`config.mk`:
```
export PLATFORM = sky130hd
export DESIGN_NAME = vic_top
export DESIGN_NICKNAME = d
export VERILOG_FILES = /design/src/vic_pkg.sv /design/src/vic_arb_if.sv /design/src/vic_top.sv /design/src/vic_arbiter.sv
export SDC_FILE = /design/constraint.sdc
export NUM_CORES = 1
export LEC_CHECK = 0
export CORE_ASPECT_RATIO = 0.7
export CORE_UTILIZATION = 50
export CTS_BUF_LIST = sky130_fd_sc_hd__clkbuf_8
export DETAILED_ROUTE_END_ITERATION = 10
export DONT_BUFFER_PORTS = 1
export GPL_ROUTABILITY_DRIVEN = 1
export PLACE_DENSITY_LB_ADDON = 0.3
export SLEW_MARGIN = 25
export SYNTH_ARGS = -nofsm -noshare
export SYNTH_HDL_FRONTEND = slang
export SYNTH_HIERARCHICAL = 1
export SYNTH_SLANG_ARGS = --single-unit
```
`constraint.sdc`:
```
create_clock -name CLK_SYS -period 3.9 [get_ports CLK_SYS]
set_input_delay 0.585 -clock CLK_SYS [delete_from_list [all_inputs] [get_ports CLK_SYS]]
set_output_delay 0.585 -clock CLK_SYS [all_outputs]
set_load 0.02 [all_outputs]
```
`src/vic_pkg.sv`:
```
// vectored interrupt controller: register map, field positions, reset values
// assumes an 8-bit register port and one system clock
package vic_pkg;
  localparam int NSRC = 8;
  localparam int IDXW = 3;
  localparam int DW = 8;
  localparam int AW = 4;
  localparam int VAW = 21;
  // -------------------------------------------------------------
  // register offsets
  // -------------------------------------------------------------
  localparam logic [AW-1:0] OFS_CTRL0 = 4'h0;
  localparam logic [AW-1:0] OFS_CTRL1 = 4'h1;
  localparam logic [AW-1:0] OFS_FLAGS = 4'h2;
  localparam logic [AW-1:0] OFS_ENABLE7 = 4'h3;
  localparam logic [AW-1:0] OFS_PRIO = 4'h4;
  localparam logic [AW-1:0] OFS_VBASE_L = 4'h5;
  localparam logic [AW-1:0] OFS_VBASE_H = 4'h6;
  localparam logic [AW-1:0] OFS_VBASE_U = 4'h7;
  localparam logic [AW-1:0] OFS_LOCK = 4'h8;
  localparam logic [AW-1:0] OFS_ACTIVE = 4'h9;
  // -------------------------------------------------------------
  // field positions
  // -------------------------------------------------------------
  localparam int CTRL0_GIE_HIGH = 7;
  localparam int CTRL0_GIE_LOW = 6;
  localparam int CTRL1_IN_HIGH = 7;
  localparam int CTRL1_IN_LOW = 6;
  localparam int LOCK_BIT = 0;
  localparam int CFG_MULTI_VEC = 3;
  localparam int CFG_LOCK_ONCE = 4;
  // enable register 7: bits 5,4,3,1,0 implemented
  localparam logic [DW-1:0] ENABLE7_IMPL = 8'h3b;
  // -------------------------------------------------------------
  // reset values and fixed addresses
  // -------------------------------------------------------------
  localparam logic [DW-1:0] RST_BYTE = 8'h00;
  localparam logic [VAW-1:0] RST_VBASE = 21'h000008;
  localparam logic [VAW-1:0] LEGACY_VECTOR = 21'h000004;
  localparam int LATENCY_CYCLES = 2;
endpackage

```
`src/vic_arb_if.sv`:
```
// request vector and winner of one priority level
// assumes the arbiter is purely combinational
`timescale 1ns/1ps
interface vic_arb_if #(parameter int N = 8, parameter int W = 3);
  logic [N-1:0] req;
  logic valid;
  logic [W-1:0] idx;
  modport arb (input req, output valid, output idx);
  modport user (output req, input valid, input idx);
endinterface

```
`src/vic_top.sv`:
```
// vectored interrupt controller: flags, enables, priorities, vector base
// assumes the core acks one cycle pulse on entry and on return from service
`timescale 1ns/1ps
module vic_top
  import vic_pkg::*;
(
  input wire logic CLK_SYS, // system clock
  input wire logic RSTN, // synchronous reset, active low
  input wire logic [vic_pkg::AW-1:0] ADDR, // register address
  input wire logic [vic_pkg::DW-1:0] WDATA, // write data
  input wire logic WR, // write strobe
  input wire logic RD, // read strobe
  output logic [vic_pkg::DW-1:0] RDATA, // read data, cycle after RD
  input wire logic [vic_pkg::NSRC-1:0] SRC_IRQ, // source events
  input wire logic [vic_pkg::DW-1:0] CONFIG_WORD_LOW, // config word
  input wire logic CORE_ACK, // core enters service
  input wire logic CORE_RETURN, // core returns from service
  input wire logic CORE_SLEEP, // core is asleep
  output logic CORE_IRQ, // single request to core
  output logic CORE_IRQ_HIGH, // request is high level
  output logic [vic_pkg::VAW-1:0] CORE_VECTOR, // vector address
  output logic CORE_WAKE // wake core from sleep
);
  import vic_pkg::*;

  // -------------------------------------------------------------
  // source synchroniser and register state
  // -------------------------------------------------------------
  logic [NSRC-1:0] src_meta;
  logic [NSRC-1:0] src_sync;
  logic [DW-1:0] flags;
  logic [DW-1:0] enable;
  logic [DW-1:0] prio;
  logic gie_high;
  logic gie_low;
  logic [VAW-1:0] vbase;
  logic locked;
  logic lock_used;
  logic in_high;
  logic in_low;
  logic [IDXW-1:0] active_idx;
  logic multi_vec;
  logic lock_once;

  assign multi_vec = CONFIG_WORD_LOW[CFG_MULTI_VEC];
  assign lock_once = CONFIG_WORD_LOW[CFG_LOCK_ONCE];

  always_ff @(posedge CLK_SYS) begin
    if (!RSTN) begin
      src_meta <= '0;
      src_sync <= '0;
    end else begin
      src_meta <= SRC_IRQ;
      src_sync <= src_meta;
    end
  end

  // -------------------------------------------------------------
  // register writes
  // -------------------------------------------------------------
  logic wr_ctrl0;
  logic wr_flags;
  logic wr_en;
  logic wr_prio;
  logic wr_lock;
  logic wr_base;
  assign wr_ctrl0 = WR && ADDR == OFS_CTRL0;
  assign wr_flags = WR && ADDR == OFS_FLAGS;
  assign wr_en = WR && ADDR == OFS_ENABLE7;
  assign wr_prio = WR && ADDR == OFS_PRIO;
  assign wr_lock = WR && ADDR == OFS_LOCK;
  assign wr_base = WR && !locked &&
    (ADDR == OFS_VBASE_L || ADDR == OFS_VBASE_H || ADDR == OFS_VBASE_U);

  always_ff @(posedge CLK_SYS) begin
    if (!RSTN) begin
      flags <= RST_BYTE;
    end else if (wr_flags) begin
      // writing zero clears; a same-cycle event still sets
      flags <= (flags & WDATA) | src_sync;
    end else begin
      flags <= flags | src_sync;
    end
  end

  always_ff @(posedge CLK_SYS) begin
    if (!RSTN) begin
      enable <= RST_BYTE;
    end else if (wr_en) begin
      enable <= WDATA & ENABLE7_IMPL;
    end
  end

  always_ff @(posedge CLK_SYS) begin
    if (!RSTN) begin
      prio <= RST_BYTE;
    end else if (wr_prio) begin
      prio <= WDATA;
    end
  end

  always_ff @(posedge CLK_SYS) begin
    if (!RSTN) begin
      gie_high <= 1'b0;
      gie_low <= 1'b0;
    end else if (wr_ctrl0) begin
      gie_high <= WDATA[CTRL0_GIE_HIGH];
      gie_low <= WDATA[CTRL0_GIE_LOW];
    end
  end

  always_ff @(posedge CLK_SYS) begin
    if (!RSTN) begin
      vbase <= RST_VBASE;
    end else if (wr_base) begin
      unique case (ADDR)
        OFS_VBASE_L: vbase[7:0] <= WDATA;
        OFS_VBASE_H: vbase[15:8] <= WDATA;
        default: vbase[20:16] <= WDATA[4:0];
      endcase
    end
  end

  // once-only mode: after the first set the lock sticks until reset
  always_ff @(posedge CLK_SYS) begin
    if (!RSTN) begin
      locked <= 1'b0;
      lock_used <= 1'b0;
    end else if (wr_lock && !(lock_once && lock_used)) begin
      locked <= WDATA[LOCK_BIT];
      lock_used <= lock_used | WDATA[LOCK_BIT];
    end
  end

  // -------------------------------------------------------------
  // arbitration per level
  // -------------------------------------------------------------
  logic [DW-1:0] pend;
  vic_arb_if #(.N(NSRC), .W(IDXW)) hi_if ();
  vic_arb_if #(.N(NSRC), .W(IDXW)) lo_if ();
  assign pend = flags & enable;
  assign hi_if.req = pend & prio;
  assign lo_if.req = pend & ~prio;
  vic_arbiter #(.N(NSRC), .W(IDXW)) u_arb_hi (.port(hi_if));
  vic_arbiter #(.N(NSRC), .W(IDXW)) u_arb_lo (.port(lo_if));

  logic go_high;
  logic go_low;
  logic [IDXW-1:0] win_idx;
  logic [VAW-1:0] next_vector;
  assign go_high = hi_if.valid && gie_high && !in_high;
  assign go_low = lo_if.valid && gie_low && !in_high && !in_low
    && !hi_if.valid;
  assign win_idx = go_high ? hi_if.idx : lo_if.idx;
  assign next_vector = multi_vec ?
    vbase + {{(VAW-IDXW-1){1'b0}}, win_idx, 1'b0} : LEGACY_VECTOR;

  // -------------------------------------------------------------
  // core request, registered for a fixed latency
  // -------------------------------------------------------------
  always_ff @(posedge CLK_SYS) begin
    if (!RSTN) begin
      CORE_IRQ <= 1'b0;
      CORE_IRQ_HIGH <= 1'b0;
      CORE_VECTOR <= LEGACY_VECTOR;
      CORE_WAKE <= 1'b0;
    end else begin
      CORE_IRQ <= (go_high || go_low) && !CORE_ACK;
      CORE_IRQ_HIGH <= go_high;
      CORE_VECTOR <= next_vector;
      CORE_WAKE <= CORE_SLEEP && |pend;
    end
  end

  // -------------------------------------------------------------
  // service level state
  // -------------------------------------------------------------
  always_ff @(posedge CLK_SYS) begin
    if (!RSTN) begin
      in_high <= 1'b0;
      in_low <= 1'b0;
      active_idx <= '0;
    end else if (CORE_ACK && CORE_IRQ) begin
      if (CORE_IRQ_HIGH) begin
        in_high <= 1'b1;
      end else begin
        in_low <= 1'b1;
      end
      active_idx <= CORE_VECTOR[IDXW:1] - vbase[IDXW:1];
    end else if (CORE_RETURN) begin
      if (in_high) begin
        in_high <= 1'b0;
      end else begin
        in_low <= 1'b0;
      end
    end
  end

  // -------------------------------------------------------------
  // register reads
  // -------------------------------------------------------------
  logic [DW-1:0] next_rdata;
  always_comb begin
    next_rdata = '0;
    unique case (ADDR)
      OFS_CTRL0: next_rdata = {gie_high, gie_low, 6'h00};
      OFS_CTRL1: next_rdata = {in_high, in_low, 6'h00};
      OFS_FLAGS: next_rdata = flags;
      OFS_ENABLE7: next_rdata = enable & ENABLE7_IMPL;
      OFS_PRIO: next_rdata = prio;
      OFS_VBASE_L: next_rdata = vbase[7:0];
      OFS_VBASE_H: next_rdata = vbase[15:8];
      OFS_VBASE_U: next_rdata = {3'h0, vbase[20:16]};
      OFS_LOCK: next_rdata = {7'h00, locked};
      OFS_ACTIVE: next_rdata = {5'h00, active_idx};
      default: next_rdata = '0;
    endcase
  end

  always_ff @(posedge CLK_SYS) begin
    if (!RSTN) begin
      RDATA <= RST_BYTE;
    end else begin
      RDATA <= RD ? next_rdata : RST_BYTE;
    end
  end
endmodule

```
`src/vic_arbiter.sv`:
```
// fixed-order arbiter: lowest table position wins
// assumes request bits are already masked by enable and level
`timescale 1ns/1ps
module vic_arbiter #(parameter int N = 8, parameter int W = 3) (
  vic_arb_if.arb port // requests in, winner out
);
  initial begin
    if (N < 1 || N > (1 << W)) begin
      $error("vic_arbiter: N does not fit index width");
    end
  end
  always_comb begin
    port.valid = 1'b0;
    port.idx = '0;
    for (int i = N - 1; i >= 0; i--) begin
      if (port.req[i]) begin
        port.valid = 1'b1;
        port.idx = W'(i);
      end
    end
  end
endmodule

```
# [Word-level counts from Yosys, hierarchy flattened]
# Index checks and enable logic that the tools add are counted.
[totals] reg_bits=99 latch_bits=0 mem_bits_rw=0 romBits=0 in_bits=35 out_inout_bits=32 word_cells=123 n_memories=0
[classes] addsub=2 n_mul=0 div_mod_pow=0 magnitude_cmp=0 n_eq_ne=12 shifts=0 muxes=42 bitwise=9 reduce_logical=38
[op_table] operator="$pmux 8 s10" count=1
[op_table] operator="$mux 3" count=17
[op_table] operator="$and 8x8->8" count=3
[op_table] operator="$mux 1" count=23
[op_table] operator="$add 21x4->21" count=1
[op_table] operator="$logic_and 1x1->1" count=18
[op_table] operator="$eq 4x3->1 const B" count=4
[op_table] operator="$or 8x8->8" count=2
[op_table] operator="$reduce_and 2->1" count=6
[op_table] operator="$and 8x6->8" count=1
[op_table] operator="$eq 4x2->1 const B" count=2
[op_table] operator="$eq 4x4->1 const B" count=2
[op_table] operator="$mux 8" count=1
[op_table] operator="$not 8->8" count=1
[op_table] operator="$reduce_or 8->1" count=1
[op_table] operator="$logic_not 1->1" count=6
[op_table] operator="$eq 4x1->1 const B" count=1
[op_table] operator="$logic_not 4->1" count=1
[op_table] operator="$ne 2x2->1 const B" count=2
[op_table] operator="$logic_or 1x1->1" count=3
[op_table] operator="$reduce_and 3->1" count=1
[op_table] operator="$sub 3x3->3" count=1
[op_table] operator="$ne 2x1->1 const B" count=1
[op_table] operator="$reduce_bool 2->1" count=1
[op_table] operator="3 further kinds" count=3

# [Logic depth before layout (Yosys ltp)]
# Gate-level depths: netlist of the first run.
[depth] ltp_word=16 mapped_depth=13 depth_no_buf=12

# [Hierarchy]
# Netlist of the first run, hierarchy kept.
[modules_own_cells] mod="vic_top" n_inst=1 cells_each=442 area_each_um2=4287.9 seq_area_each_um2=1981.9
[modules_own_cells] mod="vic_arbiter" n_inst=2 cells_each=13 area_each_um2=80.1 seq_area_each_um2=0.0

# [Least setup slack after synthesis of the first run]
# OpenSTA, ideal clock, no wires.
[synth_path] path_kind="reg-to-reg" start="register flags[5]" end="register CORE_VECTOR[15] in the netlist's numbering" setup_time_ns=0.070 arrival_time_ns=2.899 t_required_ns=3.830 slack_ns=0.932 path_stages_with_launch=13 n_path_buf=1 synth_period_minus_slack_ns=2.968 cell_sequence="dfxtp_1 and3_1 nor4_1 nand2_1 nand2_1 nor2_1 mux2_2 ha_1 a21o_1 or4b_1 buf_2 or3_1 a21oi_1"
[synth_via] elab_chain_len=12 elab_cells_between_ends=25 classes_between="1 x add/sub; 19 x mux; 3 x bitwise; 2 x reduce/logical"
[synth_rtl] element="start: declaration" line="vic_top.sv:31" rtl="logic [DW-1:0] flags;"
[synth_rtl] element="start signal: assignment" line="vic_top.sv:80" rtl="flags <= (flags & WDATA) | src_sync;"
[synth_rtl] element="start signal: assignment" line="vic_top.sv:82" rtl="flags <= flags | src_sync;"
[synth_rtl] element="$and 8x6->8" line="vic_top.sv:141" rtl="assign pend = flags & enable;"
[synth_rtl] element="$and 8x8->8" line="vic_top.sv:142" rtl="assign hi_if.req = pend & prio;"
[synth_rtl] element="via hi_if.req[5]" line="vic_arb_if.sv:5" rtl="logic [N-1:0] req;"
[synth_rtl] element="$mux 1 (6 in a row)" line="vic_arbiter.sv:16" rtl="if (port.req[i]) begin"
[synth_rtl] element="via hi_if.valid" line="vic_arb_if.sv:6" rtl="logic valid;"
[synth_rtl] element="$logic_and 1x1->1 (2 in a row)" line="vic_top.sv:151" rtl="assign go_high = hi_if.valid && gie_high && !in_high;"
[synth_rtl] element="$mux 3" line="vic_top.sv:154" rtl="assign win_idx = go_high ? hi_if.idx : lo_if.idx;"
[synth_rtl] element="$add 21x4->21" line="vic_top.sv:156" rtl="vbase + {{(VAW-IDXW-1){1'b0}}, win_idx, 1'b0} : LEGACY_VECTOR;"
[synth_rtl] element="end signal: assignment" line="vic_top.sv:170" rtl="CORE_VECTOR <= next_vector;"
[synth_rtl] element="end: declaration" line="vic_top.sv:21" rtl="output logic [vic_pkg::VAW-1:0] CORE_VECTOR,"
# The timed path passes the listed nets, and every way through them passes these cells.
# A chain may end at the register's enable or synchronous reset.

# [Worst setup path in the final report of the first run]
# Ends and elaborated chain as after synthesis.

==> flow_metrics.env, run 1 <==
export IMPL_grt_max_degree=75
export IMPL_synth_edf_count=0
export IMPL_htree_levels=3
export IMPL_yosysMostFrequentCell="dfxtp_1"
export IMPL_grt_pass1_vias=3111
export IMPL_fin_crit_ps=3432
export IMPL_finalCritPeriodShare_pct=88.00
export IMPL_tritoncts="yes"
export IMPL_regToRegSetupSlack_ps=470
export IMPL_cts_sinks=99
export IMPL_holdBufCountCts=0
export IMPL_die_y_um=80.91
export IMPL_slowest_delay_ps=580
export IMPL_final_cell_count_no_fill=600
export IMPL_holdPathEnd="CORE_IRQ"
export IMPL_antenna_found_initial=0
export IMPL_dp_hpwl_um=7709
export IMPL_synth_seq_area_share_pct=44.56
export IMPL_syn_area_mm2=0.004448
export IMPL_fmaxAchievable_mhz=291.4
export IMPL_worstMarginPinSlew_ps=612.6
export IMPL_synth_seq_cells=99
export IMPL_fin_nets=516
export IMPL_syn_avg_cell_area_um2=9.504
export IMPL_rsz0062_at_grt="no"
export IMPL_placed_cells_incl_taps=584
export IMPL_clkLatencyLatePin_ps=380
export IMPL_die_x_um=114.7
export IMPL_final_cell_area_mm2=0.004798
export IMPL_critPathTopFamily="simple AND/OR/NAND/NOR gates"
export IMPL_final_antenna_net_count=0
export IMPL_startpoint_type="flop"
export IMPL_finalSetupViolCount=0
export IMPL_cp_data_required_time_ps=4210
export IMPL_seq_area_mm2=0.001982
export IMPL_path_class="reg -> reg"
export IMPL_drive_gt1_share_pct=7.500
export IMPL_vias_per_cell=5.640
export IMPL_area_growth_pct=7.876
export IMPL_grt_overflow_total=0
export IMPL_cts_buffers=9
export IMPL_cts_max_path_buffers=2
export IMPL_coreArea_mm2=0.008548
export IMPL_cp_max_fo=7
export IMPL_drc=0
export IMPL_drt_iter0_markers=254
export IMPL_leakage_uw=0.001754
export IMPL_async_flop_share_pct=0
export IMPL_cts_root_buf="clkbuf_8"
export IMPL_critPathMostFrequentCell="nand2_1"
export IMPL_r2r_end="CORE_VECTOR[15]"
export IMPL_min_from="CORE_ACK"
export IMPL_post_cts_buffers=0
export IMPL_whs_ps=273.4
export IMPL_numPortBuffers=0
export IMPL_slew_headroom_pct=59.07
export IMPL_rr_worst_depth=11
export IMPL_wire_per_inst_um=17.74
export IMPL_syn_inst=468
export IMPL_cp_end_kind="flop"
export IMPL_r2r_start="flags[5]"
export IMPL_dr_total_vias=3384
export IMPL_routed_wl_um=10640
export IMPL_grt_pass1_wl_um=16810
export IMPL_synth_commonest_cells="99 x dfxtp_1, 47 x nor2b_1, 40 x mux2i_1"
export IMPL_groute_usage_overall_pct=24.77
export IMPL_clk_pin_slew_worst_paths_ps=100
export IMPL_power_density_mw_per_mm2=390.8
export IMPL_nFillCells=803
export IMPL_crit_chain="and3_1 > nor4_1 > nand2_1 > nand2_1 > nor2_1 > mux2_2 > ha_1 > a21o_1 > or4b_1 > or3_1 > a21oi_1"
export IMPL_synth_top_area_share_pct=44.56
export IMPL_min_path_type="in -> reg"
export IMPL_ys_types=55
export IMPL_vdd_drop_max_mv=0.2712
export IMPL_ios=67
export IMPL_multiInputGateArea_mm2=0.002384
export IMPL_synthTopCellsByArea="dfxtp_1 45%, mux2i_1 9.0%, nor2b_1 6.6%, and2_1 2.4%, nand2_1 2.4%"
export IMPL_ctsResizeCount=0
export IMPL_cp_arrival_ps=3740
export IMPL_synth_main_ff_cell="dfxtp_1"
export IMPL_slowest_stage="or4b_1"
export IMPL_finalHoldViolCount=0
export IMPL_yosys_warnings=6
export IMPL_initial_core_util_pct=52.03
export IMPL_skew_ps=14.71
export IMPL_maxCapViolCount=0
export IMPL_outcome="complete, no violations"
export IMPL_maxSlewViolCount=0
export IMPL_gp_congestion=0.8963
export IMPL_setup_tns_ps=0
export IMPL_fp_dieArea_mm2=0.009283
export IMPL_yosysTopAreaCell="dfxtp_1"
export IMPL_placed_cell_area_mm2=0.004576
export IMPL_antennaDiodeCount=0
export IMPL_dr_pass1_iters=5
export IMPL_hold_depth=1
export IMPL_path_buf_inv=0
export IMPL_row_count=28
how the worst max path moves through the flow:
stage | from | endpoint | slack (ps) | depth (start not counted)
floorplan | flags[5] | CORE_VECTOR[15] | 930 | 12
global placement | flags[5] | CORE_VECTOR[15] | 580 | 11
detailed placement | flags[5] | CORE_VECTOR[15] | 540 | 11
CTS | flags[5] | CORE_VECTOR[15] | 510 | 11
global route | flags[0] | CORE_VECTOR[15] | 250 | 11
finish | flags[5] | CORE_VECTOR[15] | 470 | 11
power by group:
group	leakage [uW]	internal (uW)	switching (uW)	total, uW
clock network	0.000111	367	370	736
logic	0.000840	45.2	44.0	89.2
registers	0.000803	1030	19.0	1050
total	0.00175	1440	433	1880
layout by cell type, fill, tap and decap left out, types with 2 or more instances in the layout:
cell / n
a21o_1: 4
nor4_2: 2
a22o_1: 2
mux2_2: 8
nand2_1: 28
nor3b_1: 3
o21bai_1: 3
xor2_1: 5
a31oi_1: 2
bufinv_16: 2
inv_6: 3
fa_1: 2
mux2i_1: 40
a221oi_1: 2
o21ai_0: 18
and3_1: 13
mux4_2: 3
or2_2: 3
and2_1: 17
nand4_1: 4
nand2b_1: 4
a22oi_1: 7
a21boi_0: 11
clkbuf_8: 9
and4_1: 2
nand3_1: 12
a21oi_1: 16
or3_1: 6
nor2b_1: 47
o211a_1: 2
ha_1: 4
dfxtp_1: 99
xnor2_1: 8
a211oi_1: 4
nor4_1: 3
inv_1: 16
conb_1: 20
o41ai_1: 2
nor2_1: 27
flip-flops by register name (all words and copies together) (netlist names), 3 cells and up:
register / flops
RDATA: 8
active_idx: 3
src_sync: 8
enable: 5
prio: 8
src_meta: 8
CORE_VECTOR: 21
flags: 8
vbase: 21
worst reg2reg max path, stage by stage (launching register included):
cell	delay, ps
dfxtp_1	340
and3_1	210
nor4_1	380
nand2_1	140
nand2_1	170
nor2_1	100
mux2_2	310
ha_1	360
a21o_1	230
or4b_1	580
or3_1	400
a21oi_1	140
layer usage:
layer,wire (um),global-route usage [%],vias up
li1,-,-,1623
met1,5075,35.44,1595
met2,4294,35.33,147
met3,1061,7.164,19
met4,213,8.571,0
met5,0,0,-
kinds of logic after synthesis:
logic type / Yosys count / share of synthesized area [%]
AOI/OAI and AO/OA: 81 / 12.27
xor gates and xnor gates: 13 / 2.560
adders and majority gates: 6 / 2.025
buffers and inverters: 39 / 3.460
DFF: 99 / 44.56
muxes: 51 / 12.55
other: 1 / 0.08431
and+or+nand+nor: 178 / 22.50
metrics by stage:
step / worst slack, ps / power (uW) / utilization [%]
finish: 467.9 / 1875 / 56.13
global route: 254.2 / 1949 / 56.13
CTS: 507.6 / 1889 / 56.13
detailed placement: 538.4 / 1160 / 53.53
global placement: 584.4 / 1157 / 53.53
floorplan: 931.6 / 1156 / -
final cells by class:
type | instances | area share, %
clock inverter | 7 | 2.060
clock buffer | 9 | 2.581
tap | 120 | 3.129
sequential | 99 | 41.30
inverter | 16 | 1.252
multi-input combinational | 349 | 49.67
(Power assumes the default switching activity.)
==> run 2, diff against run 1 <==
==> constraint.sdc (replaced) <==
create_clock -name CLK_SYS -period 3.9 [get_ports CLK_SYS]
set_input_delay 0.585 -clock CLK_SYS [delete_from_list [all_inputs] [get_ports CLK_SYS]]
set_output_delay 0.585 -clock CLK_SYS [all_outputs]
set_load 0.1 [all_outputs]
==> run 2 against run 1 <==
Global-route usage rose by 0.34 points. Die area stayed put. Critical path depth unchanged. Via count shrank 0.83%. Non-clock buffer count is 2 higher. Clock skew is 4.5 ps higher. Count of clock-buffer cells in the layout increased by 1. Sequential share of layout area fell by 0.36 points. Total power increased by 4.7%. Critical endpoint unchanged.
==> flow_metrics.env, run 2 (synthesis gave the netlist of run 1 again) <==
export IMPL_outcome="complete, no violations"
export IMPL_cp_max_fo=7
export IMPL_cts_root_buf="clkbuf_8"
export IMPL_net_switching_power_uw=441.5
export IMPL_skew_ps=19.25
export IMPL_grt_pass1_wl_um=17050
export IMPL_fmaxAchievable_mhz=293.5
export IMPL_p_int_uw=1521
export IMPL_critPathTopFamily="simple AND/OR/NAND/NOR gates"
export IMPL_slowest_delay_ps=580
export IMPL_worstMarginPinSlew_ps=1000
export IMPL_coreArea_mm2=0.008548
export IMPL_layout_commonest_cell="dfxtp_1"
export IMPL_gp_congestion=0.8886
export IMPL_ctsResizeCount=0
export IMPL_startpoint_type="flop"
export IMPL_area_growth_pct=8.833
export IMPL_post_cts_buffers=0
export IMPL_row_count=28
export IMPL_grt_overflow_total=0
export IMPL_holdBufCountCts=0
export IMPL_setup_tns_ps=0
export IMPL_min_path_type="in -> reg"
export IMPL_min_from="CORE_ACK"
export IMPL_cp_data_required_time_ps=4200
export IMPL_slowest_stage="or4b_1"
export IMPL_cts_sinks=99
export IMPL_swShare_pct=22.50
export IMPL_antennaDiodeCount=0
export IMPL_cp_end_kind="flop"
export IMPL_ios=67
export IMPL_grt_max_degree=75
export IMPL_finalSetupViolCount=0
export IMPL_slew_headroom_pct=33.22
export IMPL_tritoncts="yes"
export IMPL_grt_pass1_vias=3093
export IMPL_path_buf_inv=0
export IMPL_rsz0062_at_grt="no"
export IMPL_htree_levels=3
export IMPL_p_total_uw=1962
export IMPL_die_y_um=80.91
export IMPL_final_antenna_net_count=0
export IMPL_fp_dieArea_mm2=0.009283
export IMPL_finalHoldViolCount=0
export IMPL_groute_usage_overall_pct=25.11
export IMPL_power_density_mw_per_mm2=405.4
export IMPL_finalCoreUtilization_pct=56.63
export IMPL_dr_pass1_iters=5
export IMPL_clockPowerShare_pct=41.0
export IMPL_fin_nets=518
export IMPL_critPathMostFrequentCell="nand2_1"
export IMPL_dr_total_vias=3356
export IMPL_cp_arrival_ps=3710
export IMPL_finalCritPeriodShare_pct=87.35
export IMPL_cts_max_path_buffers=2
export IMPL_path_class="reg -> reg"
export IMPL_vdd_drop_max_mv=0.2309
export IMPL_layout_common_cells="99 x dfxtp_1, 47 x nor2b_1, 40 x mux2i_1"
export IMPL_vias_per_cell=5.575
export IMPL_maxSlewViolCount=0
export IMPL_drt_iter0_markers=304
export IMPL_wire_per_inst_um=17.96
export IMPL_numPortBuffers=0
export IMPL_drc=0
export IMPL_antenna_found_initial=0
export IMPL_crit_chain="and3_1 > nor4_1 > nand2_1 > nand2_1 > nor2_1 > mux2_2 > ha_1 > a21o_1 > or4b_1 > or3_1 > a21oi_1"
export IMPL_cp_startpoint="flags[5]"
export IMPL_dp_hpwl_um=7889
export IMPL_drive_gt1_share_pct=7.884
export IMPL_clkLatencyLatePin_ps=380
export IMPL_leakage_uw=0.001780
export IMPL_fin_crit_ps=3407
export IMPL_clk_pin_slew_worst_paths_ps=100
export IMPL_cts_buffers=9
export IMPL_die_x_um=114.7
export IMPL_pwr_share_seq_pct=54.3
export IMPL_maxCapViolCount=0
export IMPL_largestRegisters="CORE_VECTOR: 21 flops, vbase: 21 flops"
export IMPL_pwr_share_comb_pct=4.8
export IMPL_r2r_start="flags[5]"
export IMPL_initial_core_util_pct=52.03
export IMPL_routed_wl_um=10810
==> run 2: worst paths after layout <==
path / end / slack, ps / depth (start not counted)
worst max-delay path: CORE_VECTOR[15] / 490 / 11
worst min-delay path: CORE_IRQ / 280 / 1
worst max register to register: CORE_VECTOR[15] / 490 / 11
worst min register to register: flags[4] / 440 / 2
==> run 2: per-layer routing <==
layer  GRT usage (%)  share of wire (%)  routed length (um)  vias up
li1                -                  -                   -     1630
met1           35.62                 47                5120     1568
met2           35.39                 41                4447      141
met3           9.254                 10                1101       17
met4           7.143                1.3                 143        0
met5               0                  0                   0        -
==> run 2: final cells by class <==
class                      count  area, um^2
clock buffer                  10       137.6
clock inverter                 6       112.6
fill                         795        3707
inverter                      16       60.06
multi-input combinational    349        2384
sequential                    99        1982
tap                          120       150.1
timing repair buffer           2       15.01
==> run 2: stage by stage <==
step / cells / area [um^2] / setup slack, ps / hold WS (ps)
floorplan: 487 / 4519 / 931.6 / 411.9
global placement: 586 / 4591 / 602.8 / 414.5
detailed placement: 586 / 4591 / 584.9 / 419.1
CTS: 602 / 4841 / 549.7 / 268.6
global route: 602 / 4841 / 285.2 / 260.9
finish: 602 / 4841 / 493.3 / 280.1
==> run 2: power groups by stage <==
stage	Combinational [uW]	Clock, uW	Sequential (uW)
floorplan	89.3	0	1090
detailed placement	92.1	0	1090
global route	105	855	1070
finish	94.1	804	1060
global placement	89.6	0	1090
CTS	92.9	811	1060
